**src/hdl/atls_params.svh**
```systemverilog
// Register offsets, field positions, reset values and timing counts of the learning sequencer.
`ifndef ATLS_PARAMS_SVH
`define ATLS_PARAMS_SVH

// =============================================================================
// Register byte addresses
`define ATLS_ADDR_CONFIG      8'h00
`define ATLS_ADDR_CONTROL     8'h04
`define ATLS_ADDR_STATUS      8'h08
`define ATLS_ADDR_CONST_LOW   8'h0C
`define ATLS_ADDR_CONST_HIGH  8'h10
`define ATLS_ADDR_CEILING     8'h14
`define ATLS_ADDR_THRESHOLD   8'h18
`define ATLS_ADDR_LOSS        8'h1C

// =============================================================================
// Field positions
`define ATLS_CFG_INIT_LSB     0
`define ATLS_CFG_INIT_MSB     4
`define ATLS_CFG_INC_LSB      8
`define ATLS_CFG_INC_MSB      9
`define ATLS_CFG_DWELL_LSB    12
`define ATLS_CFG_DWELL_MSB    13
`define ATLS_CTL_GO_BIT       0
`define ATLS_CTL_ENABLE_BIT   1
`define ATLS_CTL_SUPPLY_BIT   2
`define ATLS_STS_DONE_BIT     0
`define ATLS_STS_BUSY_BIT     1
`define ATLS_STS_PHASE_BIT    2

// =============================================================================
// Reset values and constants
`define ATLS_RST_INIT         5'h00
`define ATLS_RST_INC          2'h0
`define ATLS_RST_DWELL        2'h0
`define ATLS_RST_CONST        11'h000
`define ATLS_RST_CEILING      8'hFF
`define ATLS_RST_THRESHOLD    8'h00
`define ATLS_LEVEL_SCALE      3
`define ATLS_DWELL_UNIT       6'h08
`define ATLS_VM_NOMINAL       12'h800

`endif

```
**src/hdl/atls_pkg.sv**
```systemverilog
// Types shared by the learning sequencer modules.
package atls_pkg;

	// =========================================================================
	// Sequencer states
	typedef enum logic [1:0] {
		atls_idle,
		atls_initial,
		atls_final
	} atls_state_type;

endpackage : atls_pkg

```
**src/hdl/atls_sync.sv**
```systemverilog
// Two flip-flop synchroniser for a pin-level input.
`timescale 1ns/1ps
`default_nettype none

module atls_sync (
	input  wire logic sys_clk,
	input  wire logic reset,
	input  wire logic pin_in,
	output logic      sync_out
);

	// =========================================================================
	// Synchroniser stages
	logic stage_one;
	logic next_stage_one;
	logic next_sync_out;

	always_comb begin
		next_stage_one = pin_in;
		next_sync_out  = stage_one;
	end

	always_ff @(posedge sys_clk or posedge reset) begin
		if (reset) begin
			stage_one <= 1'b0;
			sync_out  <= 1'b0;
		end else begin
			stage_one <= next_stage_one;
			sync_out  <= next_sync_out;
		end
	end

endmodule : atls_sync

`default_nettype wire

```
**src/hdl/atls_scale.sv**
```systemverilog
// Supply-compensated rescaling of an 11-bit value.
`timescale 1ns/1ps
`default_nettype none

module atls_scale (
	input  wire logic        enable,
	input  wire logic [11:0] supply_level,
	input  wire logic [10:0] value_in,
	output logic      [10:0] value_out
);

	`include "atls_params.svh"

	// =========================================================================
	// Rescaling
	logic [22:0] product;
	logic [22:0] quotient;

	// Losses scale inversely with supply, so the value is multiplied by nominal over actual.
	always_comb begin
		product  = 23'(value_in) * 23'(`ATLS_VM_NOMINAL);
		quotient = (supply_level == 12'h000) ? product : product / 23'(supply_level);
		if (!enable) begin
			value_out = value_in;
		end else if (quotient > 23'h0007FF) begin
			value_out = 11'h7FF;
		end else begin
			value_out = quotient[10:0];
		end
	end

endmodule : atls_scale

`default_nettype wire

```
**src/hdl/atls_sequencer.sv**
```systemverilog
// Learning sequencer for the load-adaptive current algorithm with its register slave.
// Functional notes
// - A five-bit field selects the initial learning current level.
// - Initial current is field times eight; final adds the increment.
// - Increment code decodes to 128, 16, 32 or 64.
// - Dwell code decodes to 8, 16, 24 or 32 half-cycles.
// - Writing one to go starts learning; go clears when learning ends.
// - The complete flag becomes one when learning finishes.
// - Learning first drives the initial level for the dwell count.
// - Then the final level is driven for the same dwell count.
// - Loss at the initial level is stored in the low constant.
// - Loss at the final level is stored in the high constant.
// - On completion the current goes to the configured ceiling.
// - Supply compensation rescales the upper threshold and loss values.
// - Software may write stored constants directly; they are accepted.
// - Writing one to the enable bit enables adaptive current.
// - Loss is interpolated linearly from the two constants.
//
// The register offsets and register access over Avalon-MM were chosen for this implementation.
`timescale 1ns/1ps
`default_nettype none

module atls_sequencer
	import atls_pkg::*;
(
	input  wire logic        sys_clk,
	input  wire logic        reset,
	input  wire logic [7:0]  avs_address,
	input  wire logic        avs_read,
	input  wire logic        avs_write,
	input  wire logic [31:0] avs_writedata,
	input  wire logic [3:0]  avs_byteenable,
	output logic      [31:0] avs_readdata,
	output logic             avs_waitrequest,
	input  wire logic        half_cycle_pulse,
	input  wire logic [10:0] measured_loss,
	input  wire logic [11:0] supply_level,
	input  wire logic [7:0]  operating_current,
	output logic      [7:0]  current_command,
	output logic             current_override,
	output logic             adaptive_current_enable,
	output logic      [7:0]  band_upper_threshold,
	output logic      [10:0] no_load_loss_parameter
);

	`include "atls_params.svh"

	// =========================================================================
	// Registers
	logic [4:0]      learn_initial_level;
	logic [1:0]      learn_increment_select;
	logic [1:0]      learn_dwell_select;
	logic            learn_go;
	logic            learn_complete_flag;
	logic            enable_bit;
	logic            supply_compensation_enable;
	logic [10:0]     learned_constant_low;
	logic [10:0]     learned_constant_high;
	logic [7:0]      adaptive_current_ceiling;
	logic [7:0]      threshold_raw;
	logic            access_done;
	atls_state_type  state;
	logic [5:0]      dwell_count;
	logic [7:0]      command_reg;
	logic            override_reg;
	logic [31:0]     readdata_reg;
	logic [10:0]     loss_reg;

	logic [4:0]      next_learn_initial_level;
	logic [1:0]      next_learn_increment_select;
	logic [1:0]      next_learn_dwell_select;
	logic            next_learn_go;
	logic            next_learn_complete_flag;
	logic            next_enable_bit;
	logic            next_supply_compensation_enable;
	logic [10:0]     next_learned_constant_low;
	logic [10:0]     next_learned_constant_high;
	logic [7:0]      next_adaptive_current_ceiling;
	logic [7:0]      next_threshold_raw;
	logic            next_access_done;
	atls_state_type  next_state;
	logic [5:0]      next_dwell_count;
	logic [7:0]      next_command_reg;
	logic            next_override_reg;
	logic [31:0]     next_readdata_reg;
	logic [10:0]     next_loss_reg;

	// =========================================================================
	// Derived values
	logic            half_cycle_sync;
	logic            half_cycle_prev;
	logic            half_cycle_edge;
	logic [8:0]      initial_current;
	logic [8:0]      increment_value;
	logic [8:0]      final_current;
	logic [5:0]      dwell_target;
	logic [10:0]     scaled_low;
	logic [10:0]     scaled_high;
	logic [10:0]     scaled_threshold;
	logic            write_go;
	logic            learn_finish;

	// The pulse comes from the indexer domain and is resynchronised before use.
	atls_sync u_half_cycle_sync (
		.sys_clk  (sys_clk),
		.reset    (reset),
		.pin_in   (half_cycle_pulse),
		.sync_out (half_cycle_sync)
	);

	assign half_cycle_edge = half_cycle_sync & ~half_cycle_prev;

	always_comb begin
		initial_current = {1'b0, learn_initial_level, 3'h0};
		case (learn_increment_select)
			2'h0:    increment_value = 9'h080;
			2'h1:    increment_value = 9'h010;
			2'h2:    increment_value = 9'h020;
			default: increment_value = 9'h040;
		endcase
		final_current = initial_current + increment_value;
		dwell_target  = `ATLS_DWELL_UNIT * (6'(learn_dwell_select) + 6'h01);
	end

	atls_scale u_scale_low (
		.enable       (supply_compensation_enable),
		.supply_level (supply_level),
		.value_in     (learned_constant_low),
		.value_out    (scaled_low)
	);

	atls_scale u_scale_high (
		.enable       (supply_compensation_enable),
		.supply_level (supply_level),
		.value_in     (learned_constant_high),
		.value_out    (scaled_high)
	);

	atls_scale u_scale_threshold (
		.enable       (supply_compensation_enable),
		.supply_level (supply_level),
		.value_in     ({3'h0, threshold_raw}),
		.value_out    (scaled_threshold)
	);

	// =========================================================================
	// Bus slave and sequencer
	always_comb begin
		next_learn_initial_level        = learn_initial_level;
		next_learn_increment_select     = learn_increment_select;
		next_learn_dwell_select         = learn_dwell_select;
		next_learn_go                   = learn_go;
		next_learn_complete_flag        = learn_complete_flag;
		next_enable_bit                 = enable_bit;
		next_supply_compensation_enable = supply_compensation_enable;
		next_learned_constant_low       = learned_constant_low;
		next_learned_constant_high      = learned_constant_high;
		next_adaptive_current_ceiling   = adaptive_current_ceiling;
		next_threshold_raw              = threshold_raw;
		next_state                      = state;
		next_dwell_count                = dwell_count;
		next_command_reg                = command_reg;
		next_override_reg               = override_reg;
		next_readdata_reg               = readdata_reg;
		next_access_done                = 1'b0;
		write_go                        = 1'b0;
		learn_finish                    = 1'b0;

		// Every access takes exactly one wait cycle, so the answer is on the second edge.
		if ((avs_read || avs_write) && !access_done) begin
			next_access_done = 1'b1;
		end
		// Writes commit only at the edge that ends the wait, so nothing lands while stalled.
		if (avs_read || avs_write) begin
			if (avs_write && access_done) begin
				case (avs_address)
					`ATLS_ADDR_CONFIG: begin
						if (avs_byteenable[0]) begin
							next_learn_initial_level = avs_writedata[`ATLS_CFG_INIT_MSB:`ATLS_CFG_INIT_LSB];
						end
						if (avs_byteenable[1]) begin
							next_learn_increment_select = avs_writedata[`ATLS_CFG_INC_MSB:`ATLS_CFG_INC_LSB];
							next_learn_dwell_select = avs_writedata[`ATLS_CFG_DWELL_MSB:`ATLS_CFG_DWELL_LSB];
						end
					end
					`ATLS_ADDR_CONTROL: begin
						if (avs_byteenable[0]) begin
							write_go = avs_writedata[`ATLS_CTL_GO_BIT];
							next_enable_bit = avs_writedata[`ATLS_CTL_ENABLE_BIT];
							next_supply_compensation_enable = avs_writedata[`ATLS_CTL_SUPPLY_BIT];
						end
					end
					`ATLS_ADDR_CONST_LOW: begin
						if (avs_byteenable[0]) begin
							next_learned_constant_low[7:0] = avs_writedata[7:0];
						end
						if (avs_byteenable[1]) begin
							next_learned_constant_low[10:8] = avs_writedata[10:8];
						end
					end
					`ATLS_ADDR_CONST_HIGH: begin
						if (avs_byteenable[0]) begin
							next_learned_constant_high[7:0] = avs_writedata[7:0];
						end
						if (avs_byteenable[1]) begin
							next_learned_constant_high[10:8] = avs_writedata[10:8];
						end
					end
					`ATLS_ADDR_CEILING: begin
						if (avs_byteenable[0]) begin
							next_adaptive_current_ceiling = avs_writedata[7:0];
						end
					end
					`ATLS_ADDR_THRESHOLD: begin
						if (avs_byteenable[0]) begin
							next_threshold_raw = avs_writedata[7:0];
						end
					end
					default: begin
					end
				endcase
			end else if (avs_read && !access_done) begin
				case (avs_address)
					`ATLS_ADDR_CONFIG: next_readdata_reg = {18'h0, learn_dwell_select, 2'h0,
						learn_increment_select, 3'h0, learn_initial_level};
					`ATLS_ADDR_CONTROL: next_readdata_reg = {29'h0, supply_compensation_enable,
						enable_bit, learn_go};
					`ATLS_ADDR_STATUS: next_readdata_reg = {29'h0, state == atls_final,
						state != atls_idle, learn_complete_flag};
					`ATLS_ADDR_CONST_LOW:  next_readdata_reg = {21'h0, learned_constant_low};
					`ATLS_ADDR_CONST_HIGH: next_readdata_reg = {21'h0, learned_constant_high};
					`ATLS_ADDR_CEILING:    next_readdata_reg = {24'h0, adaptive_current_ceiling};
					`ATLS_ADDR_THRESHOLD:  next_readdata_reg = {24'h0, threshold_raw};
					`ATLS_ADDR_LOSS:       next_readdata_reg = {21'h0, loss_reg};
					default:               next_readdata_reg = 32'h00000000;
				endcase
			end
		end

		if (half_cycle_edge && state != atls_idle) begin
			next_dwell_count = dwell_count + 6'h01;
		end

		case (state)
			atls_idle: begin
				if (write_go) begin
					next_learn_go            = 1'b1;
					next_learn_complete_flag = 1'b0;
					next_dwell_count         = 6'h00;
					next_command_reg         = initial_current[7:0];
					next_override_reg        = 1'b1;
					next_state               = atls_initial;
				end
			end
			atls_initial: begin
				if (half_cycle_edge && dwell_count + 6'h01 >= dwell_target) begin
					next_learned_constant_low = measured_loss;
					next_dwell_count          = 6'h00;
					next_command_reg          = final_current[7:0];
					next_state                = atls_final;
				end
			end
			atls_final: begin
				if (half_cycle_edge && dwell_count + 6'h01 >= dwell_target) begin
					next_learned_constant_high = measured_loss;
					learn_finish               = 1'b1;
					next_learn_go              = 1'b0;
					next_learn_complete_flag   = 1'b1;
					next_command_reg           = adaptive_current_ceiling;
					next_override_reg          = 1'b0;
					next_state                 = atls_idle;
				end
			end
			default: begin
				next_state = atls_idle;
			end
		endcase
	end

	// =========================================================================
	// Loss interpolation
	logic signed [12:0] loss_slope;
	logic signed [9:0]  current_offset;
	logic signed [23:0] loss_product;
	logic signed [23:0] loss_sum;

	// The divide by the increment is a shift because every increment is a power of two.
	always_comb begin
		loss_slope     = 13'(signed'({2'b00, scaled_high})) - 13'(signed'({2'b00, scaled_low}));
		current_offset = 10'(signed'({2'b00, operating_current})) - 10'(signed'({1'b0, initial_current}));
		loss_product   = 24'(loss_slope) * 24'(current_offset);
		case (learn_increment_select)
			2'h0:    loss_sum = (loss_product >>> 7) + 24'(signed'({1'b0, scaled_low}));
			2'h1:    loss_sum = (loss_product >>> 4) + 24'(signed'({1'b0, scaled_low}));
			2'h2:    loss_sum = (loss_product >>> 5) + 24'(signed'({1'b0, scaled_low}));
			default: loss_sum = (loss_product >>> 6) + 24'(signed'({1'b0, scaled_low}));
		endcase
		if (loss_sum < 0) begin
			next_loss_reg = 11'h000;
		end else if (loss_sum > 24'sd2047) begin
			next_loss_reg = 11'h7FF;
		end else begin
			next_loss_reg = loss_sum[10:0];
		end
	end

	always_ff @(posedge sys_clk or posedge reset) begin
		if (reset) begin
			learn_initial_level        <= `ATLS_RST_INIT;
			learn_increment_select     <= `ATLS_RST_INC;
			learn_dwell_select         <= `ATLS_RST_DWELL;
			learn_go                   <= 1'b0;
			learn_complete_flag        <= 1'b0;
			enable_bit                 <= 1'b0;
			supply_compensation_enable <= 1'b0;
			learned_constant_low       <= `ATLS_RST_CONST;
			learned_constant_high      <= `ATLS_RST_CONST;
			adaptive_current_ceiling   <= `ATLS_RST_CEILING;
			threshold_raw              <= `ATLS_RST_THRESHOLD;
			access_done                <= 1'b0;
			state                      <= atls_idle;
			dwell_count                <= 6'h00;
			command_reg                <= 8'h00;
			override_reg               <= 1'b0;
			readdata_reg               <= 32'h00000000;
			loss_reg                   <= 11'h000;
			half_cycle_prev            <= 1'b0;
		end else begin
			learn_initial_level        <= next_learn_initial_level;
			learn_increment_select     <= next_learn_increment_select;
			learn_dwell_select         <= next_learn_dwell_select;
			learn_go                   <= next_learn_go;
			learn_complete_flag        <= next_learn_complete_flag;
			enable_bit                 <= next_enable_bit;
			supply_compensation_enable <= next_supply_compensation_enable;
			learned_constant_low       <= next_learned_constant_low;
			learned_constant_high      <= next_learned_constant_high;
			adaptive_current_ceiling   <= next_adaptive_current_ceiling;
			threshold_raw              <= next_threshold_raw;
			access_done                <= next_access_done;
			state                      <= next_state;
			dwell_count                <= next_dwell_count;
			command_reg                <= next_command_reg;
			override_reg               <= next_override_reg;
			readdata_reg               <= next_readdata_reg;
			loss_reg                   <= next_loss_reg;
			half_cycle_prev            <= half_cycle_sync;
		end
	end

	assign avs_waitrequest         = (avs_read || avs_write) && !access_done;
	assign avs_readdata            = readdata_reg;
	assign current_command         = command_reg;
	assign current_override        = override_reg;
	assign adaptive_current_enable = enable_bit;
	assign band_upper_threshold    = scaled_threshold[7:0];
	assign no_load_loss_parameter  = loss_reg;

endmodule : atls_sequencer

`default_nettype wire

```
**config.mk**
```make
export PLATFORM = sky130hd
export DESIGN_NAME = atls_sequencer
export DESIGN_NICKNAME = d
export VERILOG_FILES = /design/src/hdl/atls_pkg.sv /design/src/hdl/atls_sync.sv /design/src/hdl/atls_scale.sv /design/src/hdl/atls_sequencer.sv
export VERILOG_INCLUDE_DIRS = /design/src /design/src/hdl
export SDC_FILE = /design/constraint.sdc
export NUM_CORES = 2
export LEC_CHECK = 0
export ABC_AREA = 1
export BUFFER_PORTS_ARGS = -buffer_cell sky130_fd_sc_hd__buf_2
export CAP_MARGIN = 20
export CORE_MARGIN = 1.5
export CORE_UTILIZATION = 40
export DETAILED_ROUTE_END_ITERATION = 6
export RECOVER_POWER = 100
export SLEW_MARGIN = 5
export SYNTH_ARGS = -nofsm -noshare
export SYNTH_HDL_FRONTEND = slang
export SYNTH_SLANG_ARGS = --single-unit
```
**constraint.sdc**
```tcl
create_clock -name sys_clk -period 66.9 [get_ports sys_clk]
set_input_delay 13.38 -clock sys_clk [delete_from_list [all_inputs] [get_ports sys_clk]]
set_output_delay 13.38 -clock sys_clk [all_outputs]
set_load 0.01 [all_outputs]
```
# Word-level counts from Yosys, hierarchy flattened
# Cells that the tools add are included.
# Widths: inputs -> output; s select.
classes:
  div: 3
  n_eq_ne: 14
  magnitude_cmp: 6
  n_mux: 51
  mul: 1
  reduce_logical: 23
  bitwise_logic: 3
  addsub: 9
  shifts: 0
op_table:
  columns: ["operator", "count"]
  rows:
  - ["$mux 11", 16]
  - ["$pmux 14 s8", 1]
  - ["$pmux 24 s3", 1]
  - ["$gt 23x11->1 const B", 3]
  - ["$mux 23", 3]
  - ["$mux 8", 7]
  - ["$pmux 8 s3", 2]
  - ["$div 22x12->23", 2]
  - ["$eq 8x5->1 const B", 4]
  - ["$gt 24x12->1 const B", 1]
  - ["$lt 24x1->1 const B", 1]
  - ["$reduce_and 4->1", 6]
  - ["$div 19x12->23", 1]
  - ["$mul 12x9->21", 1]
  - ["$add 17x12->18", 1]
  - ["$mux 6", 3]
  - ["$add 16x12->17", 1]
  - ["$add 15x12->16", 1]
  - ["$eq 8x4->1 const B", 2]
  - ["$add 14x12->15", 1]
  - ["$logic_not 12->1", 1]
  - ["$pmux 6 s2", 1]
  - ["$sub 11x11->12", 1]
  - ["$mux 1", 9]
  - ["24 further kinds", 40]
word_totals:
  mem_count: 0
  out_inout_bits: 62
  mem_bits_rw: 0
  latchBits: 0
  wordCells: 130
  regBits: 114
  romBits: 0
  input_bits: 80

# Depth between registers and ports, before layout
logic_depth:
  depth_word: 12
  mapped_depth: 397
  ltp_nobuf: 375

# By module
# Synthesis repeated with hierarchy kept, for this count alone.
unflattened:
  cells_unflattened: 8844
  area_unflattened_um2: 52639.2
modules_own_cells:
  columns: ["module", "area_each_um2", "n_inst", "cells_each", "seq_area_each_um2"]
  rows:
  - ["atls_scale at u_scale_threshold", 13750.7, 1, 2445, 0.0]
  - ["atls_scale at u_scale_low", 13365.3, 1, 2388, 0.0]
  - ["atls_scale at u_scale_high", 13175.1, 1, 2307, 0.0]
  - ["atls_sequencer", 12294.3, 1, 1701, 2337.2]
  - ["atls_sync", 53.8, 1, 3, 50.0]

# Worst setup path before layout
# Ideal clock, no wire load.
synth_timing:
  kind: "input-to-output"
  startpoint: "input port supply_level[0]"
  endpoint: "output port band_upper_threshold[0]"
  arrival_ns: 55.283
  path_stages: 308
  t_required_ns: 53.520
  n_path_buf: 28
  setup_slack_ns: -1.763
  path_cell_list: "clkinv_1 > clkbuf_1 > clkbuf_1 > clkbuf_1 > clkbuf_1 > buf_1 > ha_1 > o21ai_0 > a21oi_1 > inv_1 > nor2_1 > ha_1 > o21ai_0 > nand2_1 > nand2_1 > nand2_1 > nand2_2 > o21ai_0 > [272 not listed] > buf_4 > nand2_1 > o21ai_0 > ha_1 > a21oi_1 > o21bai_1 > a221oi_1 > nor2_1 > o21ai_0 > o2111ai_1 > a21oi_1 > nand3_1 > nor2_1 > nand3_1 > nand2_1 > nand2_1 > nand2_1 > nand2_1"
synth_via:
  elab_chain_cells: 5
  elab_cells_between_ends: 6
  classes_between: "1 x div; 1 x order compare; 3 x mux; 1 x reduce/logical"
synth_rtl:
  columns: ["element", "line", "rtl"]
  rows:
  - ["from (decl)", "atls_sequencer.sv:37", "input wire logic [11:0] supply_level,"]
  - ["$div 19x12->23 / $logic_not 12->1 (equally long branches)", "atls_scale.sv:22", "quotient = (supply_level == 12'h000) ? product : product / 23'(supply_level);"]
  - ["$mux 23 *", "atls_scale.sv:22", null]
  - ["$gt 23x11->1", "atls_scale.sv:25", "end else if (quotient > 23'h0007FF) begin"]
  - ["$mux 8 *", "atls_scale.sv:25", null]
  - ["$mux 8 *", "atls_scale.sv:23", "if (!enable) begin"]
  - ["to (decl)", "atls_sequencer.sv:42", "output logic [7:0] band_upper_threshold,"]
# Mark *: on every way between the ends. The rest lies on a longest branch, timed or not.

# Worst setup path in the final report
layout_timing:
  startpoint: "input port supply_level[8]"
  endpoint: "output port band_upper_threshold[0]"
# The elaborated chain is that of the path after synthesis.

==> results summary <==
The run finished, with violations left. The final reports fail on DRC, capacitance limit, slew limit. The vias after detailed routing is 55370. The final global-route overflow total is 0.

The register bit total from synthesis came out at 95. The number of max-slew violations in the final report is 98. The required time at the endpoint of the critical path is 53.52 ns. Of all nets on the critical path, the largest fanout is 8.

The critical path capture point type is a primary output. The final routed DRC violation total came out at 2. The layout has 12920 filler cells. The TritonCTS sink count is 95.

The worst setup path is of the input pin to primary output kind. Clock tree synthesis inserted a total of 9 buffers. The worst setup timing slack at the placement stage came out at -0.4392 ns. For this block, wires on met1 add up to 74.29 mm. The tree is rooted in a sky130_fd_sc_hd__clkbuf_16.

The arrival time at the worst endpoint is 50.82 ns. The adder-cell area share of the yosys netlist came out at 21.87%. Sorting the synthesized cells by how often they occur yields sky130_fd_sc_hd__nand2_1 (2077), sky130_fd_sc_hd__inv_1 (1203), sky130_fd_sc_hd__ha_1 (713), sky130_fd_sc_hd__o21ai_0 (653), sky130_fd_sc_hd__nor2_1 (548).

Sequential elements use 4.763% of the synthesized area. Summed over all instances, the cell type with the most area after synthesis is sky130_fd_sc_hd__ha_1. At the end of the flow, the number of nets in the layout was 9905.

The last weighted congestion value of the routability-driven placer came out at 0.9316. The worst register-to-register path ends at no_load_loss_parameter[0]$_DFF_PP0_. The via count of the first global-routing pass is 51550. The most frequent cell after synthesis is sky130_fd_sc_hd__nand2_1. The routed length on met2 is 74.39 mm. The die extent in x came out at 357.0 um. In the global route stage, overall resource usage came out at 23.86%. The combined buffer and inverter count along the critical path is 43. In this run the mean area of a mapped cell was 6.069 um^2. Ranked by total cell area, the synthesized netlist is headed by sky130_fd_sc_hd__ha_1 (18%), sky130_fd_sc_hd__nand2_1 (16%), sky130_fd_sc_hd__inv_1 (9.0%).

The floorplan row count came out at 129. The instance area after placement came out at 56720 um^2. The startpoint type of the worst setup path is an input pin. TritonCTS built the clock tree.

The detailed router finished its first iteration with 3093 violations. Hold timing on the final database bottoms out at a slack of 0.3654 ns. At the pin with the least slew margin, the transition time is 2.878 ns. Once the floorplan was initialized, standard cells occupied 40.43% of the core. Of the total synthesized cell area, the portion taken by AND, OR, NAND and NOR gates is 35.10%. The worst pin sits at a relative slew slack of -91.86%. The final count of hold timing violations was 0. The startpoint of the most critical register-to-register path is learned_constant_low[10]$_DFF_PP0_. The cell count after synthesis came out at 8258. The top cell family by delay on the critical path is simple AND/OR/NAND/NOR gates.

The number of nets with antenna violations after routing is 0. In this design, the critical path's most frequently occurring cell is sky130_fd_sc_hd__nand2_1. The maximum frequency from static timing analysis is 0.01558 GHz. The worst setup path startpoint is supply_level[8]. The placeable core area came out at 124000 um^2.

Counting instances, the worst hold path has a depth of 0. The count of maximum capacitance violations is 2. After detailed routing, the average wire length per cell comes to 14.93 um. After detailed routing, the number of vias per cell comes to 5.195.

During I/O placement, the number of pins put on the boundary was 142. Summed over all nets, wire length on met3 after detailed routing comes to 5.661 mm. The xor/xnor share of the synthesized area came out at 8.510%.

For hold timing, the worst endpoint is u_half_cycle_sync.sync_out$_DFF_PP0_. The routed design could run at a clock period as short as 64.20 ns. The clock transition time at the flip-flop clock pins of the worst setup and hold paths is 0.08 ns. The slowest stage cell on the critical path is sky130_fd_sc_hd__nor4_2. The half-perimeter wire length after placement came out at 129.9 mm. After synthesis the cells add up to 50120 um^2.

The number of enable-type register cells in the synthesized netlist came out at 0. The layout cell share with drive strength beyond 1 came out at 18.18%. The hold path startpoint is u_half_cycle_sync.next_sync_out$_DFF_PP0_. The die height came out at 357.0 um. The largest incremental delay on the critical path is 0.37 ns. The area share of the leading cell type in the synthesized netlist came out at 17.80%. The final standard cell area without fillers is 59720 um^2. Compared with the post-synthesis result, the final layout area differs by 19.16%. In the synthesized netlist the dominant register cell turns out to be sky130_fd_sc_hd__dfrtp_1. The number of cells traversed by the worst register-to-register path came out at 355.

During synthesis, Yosys emitted a total of 0 warnings. The first global-routing pass estimated 254.6 mm of wire. The top layer reached by signal wires is met5. The fraction of synthesized area in multiplexers came out at 0.1198%. The smallest setup slack after layout is 2.701 ns. The share of synthesized registers carrying an async set or reset came out at 100.0%. The type of the most critical hold path is flip-flop to flip-flop.

The synthesized netlist devotes 17.74% of its cell area to compound gates. The count of buffers added on input and output ports is 101. The detailed-routing iteration count for the pre-antenna-repair pass is 7. The final number of setup-violating endpoints is 0.

The clock insertion delay at the later pin of the skew report came out at 0.36 ns. By area, the combinational part of the netlist is dominated by simple AND/OR/NAND/NOR gates. The maximum number of pins on one net before global-route repair came out at 58. The final setup skew came out at 0.01290 ns.

The register-to-register setup slack is 17.25 ns. The clock tree buffer depth is 2. The total wirelength of the detailed-routed design is 159.1 mm. The initial antenna violation count is 9.

The final period utilization came out at 95.96%. In this run, distinct cell masters in the synthesized netlist total 84. The maximum level of the CTS H-tree came out at 3. The area of the die came out at 127400 um^2.
==> what timing repair did <==
item / 4_1_cts / 5_1_grt
cloned: 0 / 7
endpoints found under the hold margin: 0 / 0
endpoints found under the setup margin: 1 / 14
gates resized for setup: 12 / 507
hold buffers: 0 / 0
pin swaps: 0 / 162
setup buffers: 0 / 119
==> state kept, by name (all words and copies together), names as in the netlist, 2 cells and up <==
| register | count |
|---|---|
| adaptive_current_ceiling | 8 |
| current_command | 8 |
| learned_constant_high | 11 |
| learn_initial_level | 5 |
| dwell_count | 6 |
| avs_readdata | 13 |
| state | 2 |
| learned_constant_low | 11 |
| learn_increment_select | 2 |
| learn_dwell_select | 2 |
| threshold_raw | 8 |
| no_load_loss_parameter | 11 |
==> how the worst max path moves through the flow <==
stage / cells past startpoint / slack (ns) / endpoint
after floorplan: 309 / 0.07 / band_upper_threshold[0]
after global placement: 286 / 0.13 / band_upper_threshold[0]
after detailed placement: 285 / -0.44 / band_upper_threshold[0]
after CTS: 294 / 0.03 / band_upper_threshold[0]
after global routing: 373 / -0.46 / no_load_loss_parameter[0]$_DFF_PP0_
final: 293 / 2.70 / band_upper_threshold[0]
==> layout make-up <==
class | count | area [um^2] | share of cell area [%]
sequential | 95 | 2387 | 3.997
clock inverter | 7 | 95.09 | 0.1592
timing repair buffer | 896 | 6596 | 11.05
multi-input combinational | 6740 | 43430 | 72.71
timing repair inverter | 5 | 35.03 | 0.05866
tap | 1637 | 2048 | 3.430
antenna | 6 | 15.01 | 0.02514
clock buffer | 9 | 225.2 | 0.3771
inverter | 1263 | 4895 | 8.196
==> layout by cell type (no fill, tap or decap), drive strengths merged, types with 10 or more instances in the layout <==
master	count
nor2	622
o21a	10
o31ai	21
nand2	2200
a21o	30
a22oi	12
and2	27
clkinvlp	19
o21ai	711
o2111ai	13
nand3	575
clkinv	18
ha	713
nor3	78
o22ai	26
or2	96
a31oi	23
o221ai	28
fa	102
inv	1236
buf	857
dfrtp	87
a21oi	509
nand4	170
conb	25
nor4	36
a211oi	20
o21bai	88
xnor2	192
clkbuf	48
nand3b	18
a221oi	20
xor2	295
o211ai	33
==> cell families after synthesis <==
group,Yosys count
AO/OA/AOI/OAI,1570
XOR/XNOR,487
adder cells (fa/ha/maj),815
buffers and inverters,1448
flip-flops,95
multiplexers,6
other,1
AND/OR/NAND/NOR,3836
==> metal layers <==
metal	track usage, %	vias up
li1	-	28770
met1	31.81	25240
met2	41.52	1095
met3	1.026	251
met4	6.966	4
met5	0	-
==> metrics by stage <==
stage | TNS (ns) | util, % | instances
after floorplan | 0 | - | 8282
after global placement | 0 | 45.76 | 10510
after detailed placement | -0.5839 | 45.76 | 10510
after CTS | 0 | 46.04 | 10530
after global routing | -4.876 | 48.18 | 10660
final | 0 | 48.18 | 10660
Power is not shown: default switching activity piles up to over one toggle a cycle in this logic, so the estimate is an artifact.
